## src/rtl/supervisor_regs_pkg.sv

```systemverilog
// Constants for the supervisor status and control register bank.
// Assumes a 100 MHz core clock and a 32-bit serial frame per access.
package supervisor_regs_pkg;
	// Serial frame layout: address, write flag, 16 data bits (D20..D5).
	localparam logic [5:0] FRAME_LEN = 6'h20;
	localparam int ADDR_MSB = 31;
	localparam int ADDR_LSB = 27;
	localparam int WRITE_BIT = 26;
	localparam int DATA_MSB = 20;
	localparam int DATA_LSB = 5;
	// Five-bit register address codes.
	localparam logic [4:0] ADDR_PIN_CHECK = 5'h00;
	localparam logic [4:0] ADDR_RAIL = 5'h01;
	localparam logic [4:0] ADDR_GATE_WD = 5'h02;
	localparam logic [4:0] ADDR_PWWD_COUNT = 5'h03;
	localparam logic [4:0] ADDR_CORE_LATCH = 5'h04;
	localparam logic [4:0] ADDR_REMOTE_LATCH = 5'h05;
	localparam logic [4:0] ADDR_ENABLE = 5'h06;
	localparam logic [4:0] ADDR_KEY = 5'h07;
	localparam logic [4:0] ADDR_CONFIG = 5'h08;
	// Field positions inside the 16-bit word (word bit = D number - 5).
	localparam int POS_PE_MATCH = 4;
	localparam int POS_RST_MATCH = 3;
	localparam int POS_LOGIC_EN = 1;
	localparam int POS_BAT_EN = 0;
	localparam int POS_MCU_OK = 14;
	localparam int POS_AUX_OK = 13;
	localparam int POS_LDO_GOOD_HI = 10;
	localparam int POS_BOOST_GOOD = 5;
	localparam int POS_DIODE_GOOD = 4;
	localparam int POS_BRIDGE_LOW = 15;
	localparam int POS_STUCK_LOW_LSB = 11;
	localparam int POS_RST_SEL_LSB = 9;
	localparam int POS_STUCK_HIGH_LSB = 3;
	localparam int POS_WD_STATE_LSB = 0;
	localparam int POS_COUNT_LSB = 8;
	localparam int POS_GATE_EN1_HI = 15;
	localparam int POS_GATE_EN0_HI = 11;
	localparam int POS_LDO_EN1_LSB = 6;
	localparam int POS_LDO_EN0_LSB = 2;
	localparam int POS_DITHER = 15;
	// Positions of the asynchronous inputs in the synchroniser vector.
	localparam int SYNC_W = 31;
	localparam int SY_SCK = 0;
	localparam int SY_CS = 1;
	localparam int SY_MOSI = 2;
	localparam int SY_LOGIC = 3;
	localparam int SY_BAT = 4;
	localparam int SY_PE_PIN = 5;
	localparam int SY_RST_PIN = 6;
	localparam int SY_MCU_OK = 7;
	localparam int SY_AUX_OK = 8;
	localparam int SY_LDO_REG = 9;
	localparam int SY_BOOST = 11;
	localparam int SY_DIODE = 12;
	localparam int SY_BRIDGE = 13;
	localparam int SY_GS = 14;
	localparam int SY_CORE = 18;
	localparam int SY_REMOTE = 25;
	// Key bytes and commands.
	localparam logic [7:0] WD_KEY1 = 8'hd3;
	localparam logic [7:0] WD_KEY2 = 8'h33;
	localparam logic [7:0] WD_CMD_FLASH = 8'hcc;
	localparam logic [7:0] WD_CMD_DISABLE = 8'hcf;
	localparam logic [7:0] RST_KEY1 = 8'hd4;
	localparam logic [7:0] RST_KEY2 = 8'h2b;
	localparam logic [7:0] RST_ADD_WDF = 8'ha5;
	localparam logic [7:0] RST_ADD_BOTH = 8'ha7;
	// Watchdog state codes and counter limits.
	localparam logic [2:0] WD_STATE_IDLE = 3'h0;
	localparam logic [2:0] WD_STATE_LAST = 3'h5;
	localparam logic [7:0] PWWD_MAX_DEFAULT = 8'ha0;
	localparam logic [7:0] PWWD_MAX_ALT = 8'hdc;
	// Reset values.
	localparam logic [3:0] GATE_EN_RESET = 4'h0;
	localparam logic [1:0] LDO_EN_RESET = 2'h3;
	localparam logic [1:0] RST_SEL_RESET = 2'h0;
	localparam logic DITHER_RESET = 1'b0;
	// Reset hold after a watchdog fault.
	localparam int CLK_MHZ = 100;
	localparam int WD_FAULT_HOLD_US = 2000;
	localparam int WD_FAULT_HOLD_CYCLES = WD_FAULT_HOLD_US * CLK_MHZ;
	// Key sequence states, one-hot.
	typedef enum logic [2:0] {
		KEY_WAIT1 = 3'b001,
		KEY_WAIT2 = 3'b010,
		KEY_WAIT3 = 3'b100
	} key_state_e;
	// Watchdog transition commands, low bits of the third key byte.
	typedef enum logic [1:0] {
		WDC_FLASH = 2'h0,
		WDC_CONFIG = 2'h1,
		WDC_RESTART = 2'h2,
		WDC_DISABLE = 2'h3
	} wd_cmd_e;
endpackage : supervisor_regs_pkg

```

## src/rtl/supervisor_status_control_regs.sv

```systemverilog
// Status, fault latch, enable and key registers of a rail supervisor.
// Assumes a host on a serial link whose clock is sampled by i_clk, and
// analog comparators and watchdog logic outside this block.
//
// Overview of operation
// RULE_01 - Power enable bit: pin equals demanded level.
// RULE_02 - Reset match bit: pin equals demanded level.
// RULE_03 - Mirror logic and battery enable pin levels.
// RULE_04 - LDO good when regulated or switched off.
// RULE_05 - Boost drive good mirrors commanded-value match.
// RULE_06 - Catch diode good clears when diode missing.
// RULE_07 - Gate stuck-low flags in D19 to D16.
// RULE_08 - Gate stuck-high flags in D11 to D8.
// RULE_09 - Bridge supply low bit follows comparator.
// RULE_10 - Two-bit reset input select, default 00.
// RULE_11 - Watchdog state code, reserved codes never shown.
// RULE_12 - Error count bounded by 160 or 220.
// RULE_13 - Core rail faults sticky, write one clears.
// RULE_14 - Remote rail faults sticky, write one clears.
// RULE_15 - Gate pairs: 00 off, 11 on, else hold.
// RULE_16 - LDO pairs same coding, default on.
// RULE_17 - Watchdog keys D3, 33; wrong byte restarts.
// RULE_18 - Third byte CC to CF picks transition.
// RULE_19 - Reset keys D4, 2B; wrong byte restarts.
// RULE_20 - A5/A6/A7 add sources; fault holds 2 ms.
// RULE_21 - Master reset restores default reset selection.
// RULE_22 - Five-bit address decode; status read-only.
// RULE_23 - Dither disable bit, default zero.
// RULE_24 - Disabled LDO faults are masked entirely.
// RULE_25 - Unused bits read zero, writes ignored.
// RULE_26 - Status writes ignored; key reads return zero.
module supervisor_status_control_regs
	import supervisor_regs_pkg::*;
#(
	// Cycles the reset demand stays low after a watchdog fault.
	parameter int WD_HOLD_CYCLES = WD_FAULT_HOLD_CYCLES
) (
	input wire logic i_clk,
	input wire logic i_rstn,
	input wire logic i_sck,
	input wire logic i_cs_n,
	input wire logic i_mosi,
	output logic o_miso,
	input wire logic i_logic_enable_pin,
	input wire logic i_battery_enable_pin,
	input wire logic i_power_enable_output,
	input wire logic i_power_enable_demand,
	input wire logic i_reset_output,
	input wire logic i_mcu_rail_ok,
	input wire logic i_aux_rail_ok,
	input wire logic [1:0] i_remote_ldo_in_regulation,
	input wire logic i_boost_drive_match,
	input wire logic i_catch_diode_present,
	input wire logic i_bridge_supply_low,
	input wire logic [3:0] i_gate_source_high,
	input wire logic [6:0] i_core_rail_event,
	input wire logic [5:0] i_remote_rail_event,
	input wire logic [2:0] i_watchdog_state_code,
	input wire logic [7:0] i_pulse_watchdog_error_count,
	input wire logic i_pwwd_max_alt,
	input wire logic i_watchdog_fault,
	output logic [3:0] o_gate_enable,
	output logic [1:0] o_remote_ldo_enable,
	output logic o_dither_disable,
	output logic [1:0] o_reset_input_select,
	output logic o_reset_demand,
	output logic o_fault_n,
	output logic o_watchdog_cmd_valid,
	output logic [1:0] o_watchdog_cmd
);

	// All state of the block, registered by one process.
	typedef struct packed {
		logic [SYNC_W-1:0] sync1; // First stage, read only by sync2.
		logic [SYNC_W-1:0] sync2; // Settled copies of the pins.
		logic sck_d; // Last settled link clock, for edges.
		logic cs_d; // Last settled select, for edges.
		logic [5:0] bit_cnt; // Rising link clock edges seen in this frame.
		logic [31:0] rx; // Incoming frame.
		logic [31:0] tx; // Answer shifted out in the next frame.
		logic [3:0] gate_en; // Gate driver states, [0] is phase W.
		logic [1:0] ldo_en; // Remote LDO states, [0] is LDO 1.
		logic dither; // Dither disable.
		logic [1:0] rst_sel; // Reset input selection.
		key_state_e watchdog_mode_key; // Watchdog key progress.
		key_state_e rst_key; // Reset key progress.
		logic [6:0] core_latch; // Sticky core rail faults.
		logic [5:0] remote_latch; // Sticky remote rail faults.
		logic [2:0] wd_state; // Last legal watchdog state code.
		logic wd_cmd_valid; // One-cycle command strobe.
		wd_cmd_e wd_cmd; // Command that goes with the strobe.
		logic wdf_d; // Last watchdog fault level.
		logic [17:0] hold_cnt; // Remaining reset hold cycles.
		logic rst_dem; // Reset release demand.
		logic fault_n; // Fault output, low while a latch is set.
	} state_s;

	state_s s; // Current state.
	state_s n; // Next state.
	logic [SYNC_W-1:0] async_in; // Pins gathered for synchronising.
	logic sck_rise; // Settled link clock rose.
	logic sck_fall; // Settled link clock fell.
	logic cs_fall; // Frame started.
	logic frame_done; // Whole frame of 32 rising edges ended.
	logic wr; // Finished frame is a write.
	logic [4:0] addr; // Address of the finished frame.
	logic [15:0] wdata; // Data of the finished frame.
	logic [15:0] rdata; // Read value of the addressed register.
	logic [15:0] pin_word; // Pin check status word.
	logic [15:0] rail_word; // Rail status word.
	logic [15:0] gate_word; // Gate and watchdog status word.
	logic [15:0] count_word; // Error counter word.
	logic [15:0] core_word; // Core latch word.
	logic [15:0] remote_word; // Remote latch word.
	logic [15:0] enable_word; // Enable pairs word.
	logic [3:0] stuck_low; // Gate commanded on but low.
	logic [3:0] stuck_high; // Gate commanded off but high.
	logic [7:0] count_max; // Selected counter ceiling.
	logic [7:0] count_shown; // Counter clamped to its ceiling.
	logic [5:0] remote_ev; // Remote events after masking.
	logic [6:0] core_clr; // Write-one-to-clear mask, core.
	logic [5:0] remote_clr; // Write-one-to-clear mask, remote.
	logic [7:0] wd_byte; // Watchdog key byte of a key write.
	logic [7:0] rst_byte; // Reset key byte of a key write.
	logic key_wr; // Key register written.

	// Gather the pins so one vector passes two flip-flops.
	assign async_in = {i_remote_rail_event, i_core_rail_event,
		i_gate_source_high, i_bridge_supply_low, i_catch_diode_present,
		i_boost_drive_match, i_remote_ldo_in_regulation, i_aux_rail_ok,
		i_mcu_rail_ok, i_reset_output, i_power_enable_output,
		i_battery_enable_pin, i_logic_enable_pin, i_mosi, i_cs_n, i_sck};

	// Edges come from the second stage against a third copy, so the first
	// stage never feeds a decision while it may still be settling.
	assign sck_rise = s.sync2[SY_SCK] & ~s.sck_d;
	assign sck_fall = ~s.sync2[SY_SCK] & s.sck_d;
	assign cs_fall = ~s.sync2[SY_CS] & s.cs_d;
	// A frame with too few or too many edges is dropped whole.
	assign frame_done = s.sync2[SY_CS] & ~s.cs_d & (s.bit_cnt == FRAME_LEN);
	assign wr = s.rx[WRITE_BIT];
	assign addr = s.rx[ADDR_MSB:ADDR_LSB];
	assign wdata = s.rx[DATA_MSB:DATA_LSB];

	// Gate supervision is live: a flag shows while the mismatch lasts.
	assign stuck_low = s.gate_en & ~s.sync2[SY_GS +: 4]; // RULE_07
	assign stuck_high = ~s.gate_en & s.sync2[SY_GS +: 4]; // RULE_08

	// The counter belongs to the watchdog; here it is only bounded.
	assign count_max = i_pwwd_max_alt ? PWWD_MAX_ALT : PWWD_MAX_DEFAULT;
	assign count_shown = (i_pulse_watchdog_error_count > count_max) ?
		count_max : i_pulse_watchdog_error_count; // RULE_12

	// A switched-off LDO sags by design, so its faults never latch.
	assign remote_ev = s.sync2[SY_REMOTE +: 6] &
		{2'b11, {2{s.ldo_en[0]}}, {2{s.ldo_en[1]}}}; // RULE_24

	// Build the read words; all bits not placed read as zero.
	always_comb begin
		pin_word = 16'h0000; // RULE_25
		pin_word[POS_PE_MATCH] = (s.sync2[SY_PE_PIN] ==
			i_power_enable_demand); // RULE_01
		pin_word[POS_RST_MATCH] = (s.sync2[SY_RST_PIN] ==
			s.rst_dem); // RULE_02
		pin_word[POS_LOGIC_EN] = s.sync2[SY_LOGIC]; // RULE_03
		pin_word[POS_BAT_EN] = s.sync2[SY_BAT]; // RULE_03
		rail_word = 16'h0000;
		rail_word[POS_MCU_OK] = s.sync2[SY_MCU_OK];
		rail_word[POS_AUX_OK] = s.sync2[SY_AUX_OK];
		rail_word[POS_LDO_GOOD_HI] = ~s.ldo_en[0] |
			s.sync2[SY_LDO_REG]; // RULE_04
		rail_word[POS_LDO_GOOD_HI-1] = ~s.ldo_en[1] |
			s.sync2[SY_LDO_REG+1]; // RULE_04
		rail_word[POS_BOOST_GOOD] = s.sync2[SY_BOOST]; // RULE_05
		rail_word[POS_DIODE_GOOD] = s.sync2[SY_DIODE]; // RULE_06
		gate_word = 16'h0000;
		gate_word[POS_BRIDGE_LOW] = s.sync2[SY_BRIDGE]; // RULE_09
		gate_word[POS_STUCK_LOW_LSB +: 4] = stuck_low; // RULE_07
		gate_word[POS_RST_SEL_LSB +: 2] = s.rst_sel; // RULE_10
		gate_word[POS_STUCK_HIGH_LSB +: 4] = stuck_high; // RULE_08
		gate_word[POS_WD_STATE_LSB +: 3] = s.wd_state; // RULE_11
		count_word = {count_shown, 8'h00}; // RULE_12
		core_word = {4'h0, s.core_latch[6:3], 1'b0, s.core_latch[2:0],
			4'h0};
		remote_word = {s.remote_latch[5:4], 2'b00, s.remote_latch[3:0],
			8'h00};
		// Pairs read back as the state they produced, 00 or 11.
		enable_word = 16'h0000;
		for (int g = 0; g < 4; g++) begin
			enable_word[POS_GATE_EN1_HI-g] = s.gate_en[g];
			enable_word[POS_GATE_EN0_HI-g] = s.gate_en[g];
		end
		for (int l = 0; l < 2; l++) begin
			enable_word[POS_LDO_EN1_LSB+l] = s.ldo_en[l];
			enable_word[POS_LDO_EN0_LSB+l] = s.ldo_en[l];
		end
	end

	// Address decode; the key register and unknown codes read zero.
	always_comb begin
		unique case (addr) // RULE_22
		ADDR_PIN_CHECK: rdata = pin_word;
		ADDR_RAIL: rdata = rail_word;
		ADDR_GATE_WD: rdata = gate_word;
		ADDR_PWWD_COUNT: rdata = count_word;
		ADDR_CORE_LATCH: rdata = core_word;
		ADDR_REMOTE_LATCH: rdata = remote_word;
		ADDR_ENABLE: rdata = enable_word;
		ADDR_CONFIG: rdata = {s.dither, 15'h0000};
		default: rdata = 16'h0000; // RULE_26
		endcase
	end

	// Clear masks and key bytes exist only on a finished write frame.
	always_comb begin
		core_clr = 7'h00;
		remote_clr = 6'h00;
		key_wr = frame_done & wr & (addr == ADDR_KEY);
		if (frame_done & wr & (addr == ADDR_CORE_LATCH)) begin
			core_clr = {wdata[11:8], wdata[6:4]}; // RULE_13
		end
		if (frame_done & wr & (addr == ADDR_REMOTE_LATCH)) begin
			remote_clr = {wdata[15:14], wdata[11:8]}; // RULE_14
		end
		// A zero byte means the host left that key untouched.
		wd_byte = key_wr ? wdata[15:8] : 8'h00;
		rst_byte = key_wr ? wdata[7:0] : 8'h00;
	end

	// Next-state logic of the whole block.
	always_comb begin
		n = s;
		n.sync1 = async_in;
		n.sync2 = s.sync1;
		n.sck_d = s.sync2[SY_SCK];
		n.cs_d = s.sync2[SY_CS];
		n.wd_cmd_valid = 1'b0;
		n.wdf_d = i_watchdog_fault;
		// Link shifting: sample on rising, present on falling edges.
		if (cs_fall) begin
			n.bit_cnt = 6'h00;
		end else if (~s.sync2[SY_CS] & sck_rise) begin
			n.rx = {s.rx[30:0], s.sync2[SY_MOSI]};
			if (s.bit_cnt != 6'h3f) begin
				n.bit_cnt = s.bit_cnt + 6'h01;
			end
		end else if (~s.sync2[SY_CS] & sck_fall) begin
			n.tx = {s.tx[30:0], 1'b0};
		end
		// The answer shows the register as it stood before this write.
		if (frame_done) begin
			n.tx = {addr, 1'b0, 5'h00, rdata, 5'h00};
		end
		// Writes land only on writable registers.
		if (frame_done & wr) begin
			unique case (addr) // RULE_22
			ADDR_ENABLE: begin
				for (int g = 0; g < 4; g++) begin
					if (wdata[POS_GATE_EN1_HI-g] ==
						wdata[POS_GATE_EN0_HI-g]) begin
						n.gate_en[g] = wdata[POS_GATE_EN1_HI-g]; // RULE_15
					end
				end
				for (int l = 0; l < 2; l++) begin
					if (wdata[POS_LDO_EN1_LSB+l] ==
						wdata[POS_LDO_EN0_LSB+l]) begin
						n.ldo_en[l] = wdata[POS_LDO_EN1_LSB+l]; // RULE_16
					end
				end
			end
			ADDR_CONFIG: n.dither = wdata[POS_DITHER]; // RULE_23
			default: begin
				// Status registers and unused bits ignore writes.
				n.dither = s.dither; // RULE_26
			end
			endcase
		end
		// Sticky faults: a new event wins over a clear in the same cycle.
		n.core_latch = (s.core_latch & ~core_clr) |
			s.sync2[SY_CORE +: 7]; // RULE_13
		n.remote_latch = (s.remote_latch & ~remote_clr) |
			remote_ev; // RULE_14
		n.fault_n = ~(|n.core_latch | |n.remote_latch);
		// Watchdog key: any wrong byte sends progress back to the start.
		if (wd_byte != 8'h00) begin
			unique case (s.watchdog_mode_key)
			KEY_WAIT1: n.watchdog_mode_key = (wd_byte == WD_KEY1) ?
				KEY_WAIT2 : KEY_WAIT1; // RULE_17
			KEY_WAIT2: n.watchdog_mode_key = (wd_byte == WD_KEY2) ?
				KEY_WAIT3 : KEY_WAIT1; // RULE_17
			KEY_WAIT3: begin
				n.watchdog_mode_key = KEY_WAIT1;
				if (wd_byte >= WD_CMD_FLASH &&
					wd_byte <= WD_CMD_DISABLE) begin
					n.wd_cmd_valid = 1'b1; // RULE_18
					n.wd_cmd = wd_cmd_e'(wd_byte[1:0]);
				end
			end
			default: n.watchdog_mode_key = KEY_WAIT1;
			endcase
		end
		// Reset selection key, same pattern with its own bytes.
		if (rst_byte != 8'h00) begin
			unique case (s.rst_key)
			KEY_WAIT1: n.rst_key = (rst_byte == RST_KEY1) ?
				KEY_WAIT2 : KEY_WAIT1; // RULE_19
			KEY_WAIT2: n.rst_key = (rst_byte == RST_KEY2) ?
				KEY_WAIT3 : KEY_WAIT1; // RULE_19
			KEY_WAIT3: begin
				n.rst_key = KEY_WAIT1;
				if (rst_byte >= RST_ADD_WDF &&
					rst_byte <= RST_ADD_BOTH) begin
					// A5 gives 10, A6 gives 01, A7 gives 11.
					n.rst_sel = {rst_byte[0], rst_byte[1]}; // RULE_20
				end
			end
			default: n.rst_key = KEY_WAIT1;
			endcase
		end
		// Reserved codes keep the last legal state on show.
		if (i_watchdog_state_code <= WD_STATE_LAST) begin
			n.wd_state = i_watchdog_state_code; // RULE_11
		end
		// A new watchdog fault starts the hold when it is selected.
		if (i_watchdog_fault & ~s.wdf_d & s.rst_sel[1]) begin
			n.hold_cnt = WD_HOLD_CYCLES[17:0]; // RULE_20
		end else if (s.hold_cnt != 18'h00000) begin
			n.hold_cnt = s.hold_cnt - 18'h00001;
		end
		n.rst_dem = s.sync2[SY_MCU_OK] &
			(~s.rst_sel[0] | s.sync2[SY_AUX_OK]) &
			~(s.rst_sel[1] & (s.hold_cnt != 18'h00000)); // RULE_10
		// Master reset returns every control to its default.
		if (!i_rstn) begin
			n = '0;
			n.watchdog_mode_key = KEY_WAIT1;
			n.rst_key = KEY_WAIT1;
			n.gate_en = GATE_EN_RESET;
			n.ldo_en = LDO_EN_RESET;
			n.dither = DITHER_RESET;
			n.rst_sel = RST_SEL_RESET; // RULE_21
			n.wd_state = WD_STATE_IDLE;
			n.fault_n = 1'b1;
			n.sync1[SY_CS] = 1'b1;
			n.sync2[SY_CS] = 1'b1;
			n.cs_d = 1'b1;
		end
	end

	// The one register of the block.
	always_ff @(posedge i_clk) begin
		s <= n;
	end

	assign o_miso = s.tx[31];
	assign o_gate_enable = s.gate_en;
	assign o_remote_ldo_enable = s.ldo_en;
	assign o_dither_disable = s.dither;
	assign o_reset_input_select = s.rst_sel;
	assign o_reset_demand = s.rst_dem;
	assign o_fault_n = s.fault_n;
	assign o_watchdog_cmd_valid = s.wd_cmd_valid;
	assign o_watchdog_cmd = s.wd_cmd;
endmodule : supervisor_status_control_regs

```

## config.mk

```make
export PLATFORM = sky130hd
export DESIGN_NAME = supervisor_status_control_regs
export DESIGN_NICKNAME = d
export VERILOG_FILES = /design/src/rtl/supervisor_regs_pkg.sv /design/src/rtl/supervisor_status_control_regs.sv
export SDC_FILE = /design/constraint.sdc
export NUM_CORES = 1
export LEC_CHECK = 0
export BUFFER_PORTS_ARGS = -buffer_cell sky130_fd_sc_hd__buf_2
export CAP_MARGIN = 40
export CORE_MARGIN = 5
export CORE_UTILIZATION = 45
export CTS_BUF_LIST = sky130_fd_sc_hd__clkbuf_16
export DETAILED_ROUTE_END_ITERATION = 10
export PLACE_DENSITY_LB_ADDON = 0.3
export SYNTH_ARGS = -nofsm -noshare
export SYNTH_HDL_FRONTEND = slang
export SYNTH_SLANG_ARGS = --single-unit
```

## constraint.sdc

```tcl
create_clock -name i_clk -period 4.2 [get_ports i_clk]
set_input_delay 0.21 -clock i_clk [delete_from_list [all_inputs] [get_ports i_clk]]
set_output_delay 0.21 -clock i_clk [all_outputs]
set_load 0.02 [all_outputs]
```

Word level (Yosys, flattened, before mapping)
Cells that the tools add are included.
{"block": "word_totals", "word_cells": 157, "regBits": 184, "output_inout_bits": 15, "inputBits": 47}
{"block": "op_classes", "bitwise_logic": 44, "n_reduce_logical": 27, "order_cmp": 6, "addsub": 2, "eq_ne": 30, "n_mux": 20}
{"operator": "$mux W32", "n": 4}
{"operator": "$pmux W16 S8", "n": 1}
{"operator": "$mux W18", "n": 2}
{"operator": "$reduce_and A3 Y1", "n": 11}
{"operator": "$mux W8", "n": 3}
{"operator": "$eq A5 B3 Y1 const B", "n": 4}
{"operator": "$reduce_bool A18 Y1", "n": 1}
{"operator": "$sub A18 B1 Y18 const B", "n": 1}
{"operator": "$and A1 B1 Y1", "n": 16}
{"operator": "$eq A8 B6 Y1 const B", "n": 2}
{"operator": "$eq A8 B8 Y1 const B", "n": 2}
{"operator": "$ge A8 B8 Y1 const B", "n": 2}
{"operator": "$le A8 B8 Y1 const B", "n": 2}
{"operator": "$reduce_bool A8 Y1", "n": 2}
{"operator": "$mux W7", "n": 2}
{"operator": "$not A1 Y1", "n": 13}
{"operator": "$and A6 B6 Y6", "n": 2}
{"operator": "$pmux W3 S2", "n": 2}
{"operator": "$eq A5 B2 Y1 const B", "n": 2}
{"operator": "$mux W3", "n": 3}
{"operator": "$and A4 B4 Y4", "n": 2}
{"operator": "$eq A1 B1 Y1", "n": 8}
{"operator": "$gt A8 B8 Y1", "n": 1}
{"operator": "$not A4 Y4", "n": 2}
{"operator": "other kinds (26)", "n": 39}

Logic depth before layout (Yosys ltp)
Gate-level depths: netlist of the first run.
{"block": "logic_depth", "ltp_word": 12, "mapped_depth": 11, "depth_no_buf": 8}

Least setup slack after synthesis of the first run
No wires, ideal clock.
{"block": "synth_path", "kind": "register to register", "startpoint": "register s[119] in the netlist's numbering", "endpoint": "register s[73] in the netlist's numbering", "slack_ns": 1.847, "t_required_ns": 4.117, "t_arrival_ns": 2.270, "path_stages_with_launch": 11, "setup_ns": 0.083, "n_path_buf": 2, "synth_period_minus_slack_ns": 2.353, "cell_sequence": "dfxtp_1 > inv_1 > ha_1 > nand4b_1 > or2_1 > clkbuf_1 > or4_1 > buf_2 > nor3_4 > o21ai_1 > o221ai_1"}
{"block": "synth_between", "elab_chain_cells": 4, "elab_cells_between_ends": 7, "classes_between": "eq/ne: 3; mux: 1; bitwise: 1; reduce/logical: 2"}
{"item": "start, declared", "line_no": "supervisor_status_control_regs.sv:98", "rtl": "state_s s;"}
{"item": "start signal, assigned", "line_no": "supervisor_status_control_regs.sv:352", "rtl": "s <= n;"}
{"item": "$eq A6 B6 Y1 (*)", "line_no": "supervisor_status_control_regs.sv:140", "rtl": "assign frame_done = s.sync2[SY_CS] & ~s.cs_d & (s.bit_cnt == FRAME_LEN);"}
{"item": "$and A1 B1 Y1 (*)", "line_no": "supervisor_status_control_regs.sv:140"}
{"item": "$ne A2 B2 Y1 (no line), or another cell as far along"}
{"item": "$reduce_and A3 Y1 (no line)"}
Every way passes the cells marked *; elsewhere a longest branch is shown, timed or not.
A chain may end at the register's enable or synchronous reset.

Worst setup path after layout of the first run
Same ends and word-level chain as after synthesis.

==> run metrics, run 1 <==
Setup Fix Bufs, Post-CTS=0; final setup vio count=0; Nets=962; power density of the placed cells=469.2 nW/um^2; slowest CP cell=or4_1; Synth Warn #=0; Ports=62; vias in the first global route=approximately 5600; predominant post-synthesis flop cell=dfxtp_1; critical path arrival=3.32 ns; fmax=0.3370 GHz; Switching Share=between 20% and 30%; Mapped Nets=900; kind of critical path=flip-flop to flip-flop; Iteration-0 DRC Markers=about 460; CTS tree=done; Final WS setup=around 1.2 ns; Worst Setup End Kind=flip-flop; crit start category=flip-flop; Area contributors post-synth=dfxtp_1 (50%), nand2_1 (6.2%), and2_1 (5.7%); Root Buffer=clkbuf_16; grt ovf=0; Mapped Area=7398 sq um; clock-pin slew on the worst setup and hold paths=about 0.070 ns; Final Cycle Share=a little over two thirds; max_cap viols=0; share of the synthesized area in the top cell type=49.79%; Post-synth EDFFs=0; P_sw=1127 uW; number of I/O port buffers=61; drt pass-1 iters=5; Vias/cell=roughly 5.3; post-layout min period=between 2 and 3 ns; mean routed wirelength per cell=15.03 microns; skew final=0.009022 ns; sequential power share=between 40 and 50%; FILL cells=~1500; Slew HR=a little over two fifths; Max VDD drop=0.3080 mV; most frequent cells after synthesis=dfxtp_1 (184), nand2_1 (122), a21oi_1 (82), and2_1 (67), nor2_1 (63); Slew Limit Fails=0; Bufs on Longest Clock Path=2; leakage=0.003370 uW; DR DRC count=0; area leader, netlist=dfxtp_1; first-pass GRT wire length=approximately 28000 microns; status=finished, final reports clean; crit path cell chain=inv_1 -> ha_1 -> nand4b_1 -> or2_1 -> or4_1 -> nor3_4 -> o21ai_1 -> o221ai_1; Core ar.=roughly 16000 sq um; Async S/R FF share, synth=0%; post-synthesis cell type count=64; final hold violation count=0; cell with the most instances after synthesis=dfxtp_1; cells after synthesis=roughly 850; clock sink count=184; total track usage=17.91%; Placer Congestion=~0.9; Die Y=138.2 microns; worst slack, placed=1.250 ns; hpwl dp=11710 microns; TritonCTS Buffers=17; initial antenna violation count=0; ANT nets after route=0; Worst R2R Path Depth=8; largest net degree at the start of global routing=70; Mean Syn Cell Area=8.755 sq um; Largest stage delay, worst path=0.83 ns; Post-Route WL=about 17000 microns; RSZ-0062 raised after global routing=no; die area=19100 sq um; Cell Rows=46; Slew @ Worst Pin=between 0.8 and 0.9 ns; # resized after CTS=0; hold path depth=3; antenna cells=0; Skew-Pair Late Insertion Delay=0.43 ns; initial core utilization=between 40% and 50%; register area share after synthesis=roughly half; Syn-to-layout area delta=17.42%; number of synthesized register bits=184; CP max FO=16; Hold/Removal Path Class=primary input to flip-flop; fraction of layout cells with a size suffix above 1=11.74%; WHS=0.02732 ns; total number of vias=5981; Comb pwr share=14.1%; P_int=2949 uW; Worst EP required=4.55 ns; H-tree Lvls=4; Clock power frac=38.7%; die span in x=138.2 microns; final setup TNS=0 ns
power groups by stage:
| stage | Sequential, uW | Clock (uW) | Combinational [uW] |
|---|---|---|---|
| floorplan | 1940 | 0 | 454 |
| global placement | 1960 | 0 | 541 |
| detailed placement | 1960 | 0 | 547 |
| CTS | 1920 | 1610 | 576 |
| global route | 1940 | 1680 | 661 |
| finish | 1920 | 1580 | 573 |
layout by cell type, fill, tap and decap left out, drive strengths merged, types with 9 or more instances in the layout:
cell	netlist	layout
buf	18	67
mux2i	17	17
inv	27	36
a22oi	9	9
nand4	10	10
a21oi	82	82
nor2	63	63
nand2b	14	14
clkbuf	40	17
and2	67	67
dlygate4sd3	0	34
nand2	122	122
xnor2	9	9
dfxtp	184	184
nand3	24	24
nor3	9	9
nor4	12	12
xor2	9	9
o21ai	20	20
critical path, delay by kind of cell (launching register included):
kind,cells,cell delay (ns)
flip-flops,1,0.35
buffers and inverters,1,0.07
AND/OR/NAND/NOR,4,1.93
AO/OA/AOI/OAI,2,0.38
adder cells (fa/ha/maj),1,0.14
path summary, 6_finish.rpt:
check / to / from / slack [ns]
max reg2reg: s[73]$_SDFFE_PN0P_ / s[119]$_SDFFE_PP0P_ / 1.23
max: s[73]$_SDFFE_PN0P_ / s[119]$_SDFFE_PP0P_ / 1.23
min reg2reg: s[128]$_SDFF_PN1_ / s[159]$_SDFF_PN1_ / 0.42
min: gate_word[0]$_SDFFE_PN0P_ / i_watchdog_state_code[0] / 0.03
flip-flops by register name, indices dropped and copies added (netlist names), 4 cells and up:
signal         cells
rail_word          4
core_word          7
addr               5
remote_word        6
s                141
gate_word          4
o_gate_enable      4
metrics by stage:
stage	utilization [%]	std cells	instance area [sq um]	power [uW]
floorplan	-	845	7398	2398
global placement	48.44	1069	7750	2502
detailed placement	48.51	1070	7761	2508
CTS	54.29	1136	8687	4106
global route	54.29	1136	8687	4279
finish	54.29	1136	8687	4076
cell families after synthesis:
kind of cell / Yosys count / share of synthesized area (%)
compound gates: 170 / 14.36
xor+xnor: 18 / 2.131
fa+ha+maj: 8 / 1.353
buf+inv: 86 / 5.107
flops: 184 / 49.79
mux: 17 / 2.300
simple gates: 362 / 24.96
layout make-up:
cell class	count	area, sq um	area share (%)
Timing Repair Buffer	101	694.4	7.994
Tap cell	216	270.3	3.111
Inverter	28	105.1	1.210
Clock buffer	17	425.4	4.897
Clock inverter	15	160.2	1.844
Sequential cell	184	3684	42.40
Multi-Input combinational cell	575	3348	38.54
what timing repair did:
action                                  CTS  global route
hold buffers                             34             0
hold endpoints to repair                 34             0
endpoints found under the setup margin    0             0
layer usage:
layer	global-route usage (%)	part of all wire, %	vias to the layer above
li1	-	-	3031
met1	23.61	46	2768
met2	29.24	47	145
met3	3.241	3.7	37
met4	7.072	3.1	0
met5	0	0	-
Note: power is estimated with default switching activity, not from simulation.
==> inputs of run 2 (changes only) <==
==> constraint.sdc (replaced) <==
create_clock -name i_clk -period 3.07 [get_ports i_clk]
set_input_delay 0.1535 -clock i_clk [delete_from_list [all_inputs] [get_ports i_clk]]
set_output_delay 0.1535 -clock i_clk [all_outputs]
set_load 0.02 [all_outputs]
==> run 2 against run 1 <==
Against the previous run:
- highest routed layer unchanged
- critical endpoint is now o_fault_n$_SDFF_PN1_
- register-to-register slack got worse by 0.81 ns
- non-clock buffer count grew 10
- utilization increased by 0.44 points
- maximum frequency rose by 12%
- die area is the same
- power grew 36%
- global-route usage grew 0.60 points
- worst setup slack worse by 0.81 ns
==> run metrics, run 2 (synthesis results as in run 1) <==
status=finished, final reports clean; initial antenna violation count=0; most frequent cells in the layout=dfxtp_1 (184), nand2_1 (122), a21oi_1 (82); final setup TNS=0 ns; Placer Congestion=0.9544; Syn-to-layout area delta=18.37%; Skew-Pair Late Insertion Delay=between 0.4 and 0.5 ns; Post-Route WL=17520 microns; number of I/O port buffers=61; H-tree Lvls=4; ANT nets after route=0; initial core utilization=46.24%; hpwl dp=11660 microns; Hold/Removal Path Class=primary input to flip-flop; clock sink count=184; largest register by flop count=s; kind of critical path=flip-flop to flip-flop; crit start category=flip-flop; leakage=0.003414 uW; Nets=between 900 and 1000; max_cap viols=0; # resized after CTS=0; Vias/cell=5.252; antenna cells=0; final hold violation count=0; clock-pin slew on the worst setup and hold paths=0.07 ns; Worst Setup End Kind=flip-flop; fmax=0.3777 GHz; DR DRC count=0; Bufs on Longest Clock Path=2; CTS tree=done; Ports=62; Slew Limit Fails=0; Largest register FFs=141; Slew @ Worst Pin=0.7711 ns; Slew HR=48.60%; TritonCTS Buffers=17; power density of the placed cells=635.1 nW/um^2; RSZ-0062 raised after global routing=no; Cell Rows=46; total number of vias=6019; Core ar.=16000 sq um; die area=19100 sq um; critical path arrival=2.99 ns; Die Y=between 100 and 150 microns; most common cell after layout, fill and taps aside=dfxtp_1; Final Cycle Share=86.24%; WHS=0.02125 ns; first-pass GRT wire length=around 29000 microns; largest net degree at the start of global routing=70; drt pass-1 iters=5; Root Buffer=clkbuf_16; grt ovf=0; CP max FO=9; mean routed wirelength per cell=15.29 microns; total track usage=18.51%; fraction of layout cells with a size suffix above 1=12.15%; Max VDD drop=0.4142 mV; final setup vio count=0; FILL cells=approximately 1500; skew final=around 0.015 ns; post-layout min period=2.648 ns; Worst EP required=3.41 ns; die span in x=between 100 and 150 microns; vias in the first global route=5765; Iteration-0 DRC Markers=around 510
[run 2: metrics by stage]
step / utilization [%] / cells / total power, uW / worst slack (ns) / instance area [sq um]
after CTS: 54.73 / 1146 / 5605 / 0.4369 / 8757
after floorplan: - / 845 / 3280 / 0.7173 / 7398
final: 54.73 / 1146 / 5561 / 0.4223 / 8757
after global placement: 48.81 / 1077 / 3441 / 0.5399 / 7810
after detailed placement: 48.81 / 1077 / 3456 / 0.4881 / 7810
after global routing: 54.73 / 1146 / 5829 / 0.2910 / 8757
[run 2: final timing paths]
kind,from,to,slack (ns),cells past startpoint
max,addr[2]$_SDFFE_PN0P_,o_fault_n$_SDFF_PN1_,0.42,6
min,i_pulse_watchdog_error_count[5],s[73]$_SDFFE_PN0P_,0.02,3
max reg2reg,addr[2]$_SDFFE_PN0P_,o_fault_n$_SDFF_PN1_,0.42,6
min reg2reg,s[159]$_SDFF_PN1_,s[128]$_SDFF_PN1_,0.41,1
[run 2: layer usage]
metal / track usage (%) / vias to the layer above / part of all wire [%]
met1: 24.12 / 2789 / 45
met2: 29.86 / 160 / 48
met3: 3.793 / 27 / 4.3
met5: 0 / - / 0
li1: - / 3043 / -
met4: 8.008 / 0 / 2.8
[run 2: critical path, cell delays in order (launching register included)]
cell and delay, ns:
dfxtp_1 0.47, or3b_1 0.56, or4_1 0.62, a221o_1 0.35, a211oi_2 0.20, nand4_1 0.13
o31ai_1 0.25
[run 2: area by class of cell]
class	instances	area [sq um]	share of cell area, %
clock buffer	17	425.4	4.858
timing repair buffer	111	773.2	8.830
inverter	28	105.1	1.200
sequential	184	3684	42.06
tap	216	270.3	3.086
multi-input combinational	575	3348	38.23
clock inverter	15	151.4	1.729
[run 2: timing repair]
item,4_1_cts,5_1_grt
hold buffers,37,0
buffers inserted,0,0
hold endpoints to repair,36,0
[run 2: power by group]
group / internal (uW) / switching, uW / total [uW]
Combinational: 367 / 447 / 814
Sequential: 2530 / 104 / 2630
Clock: 1140 / 976 / 2110
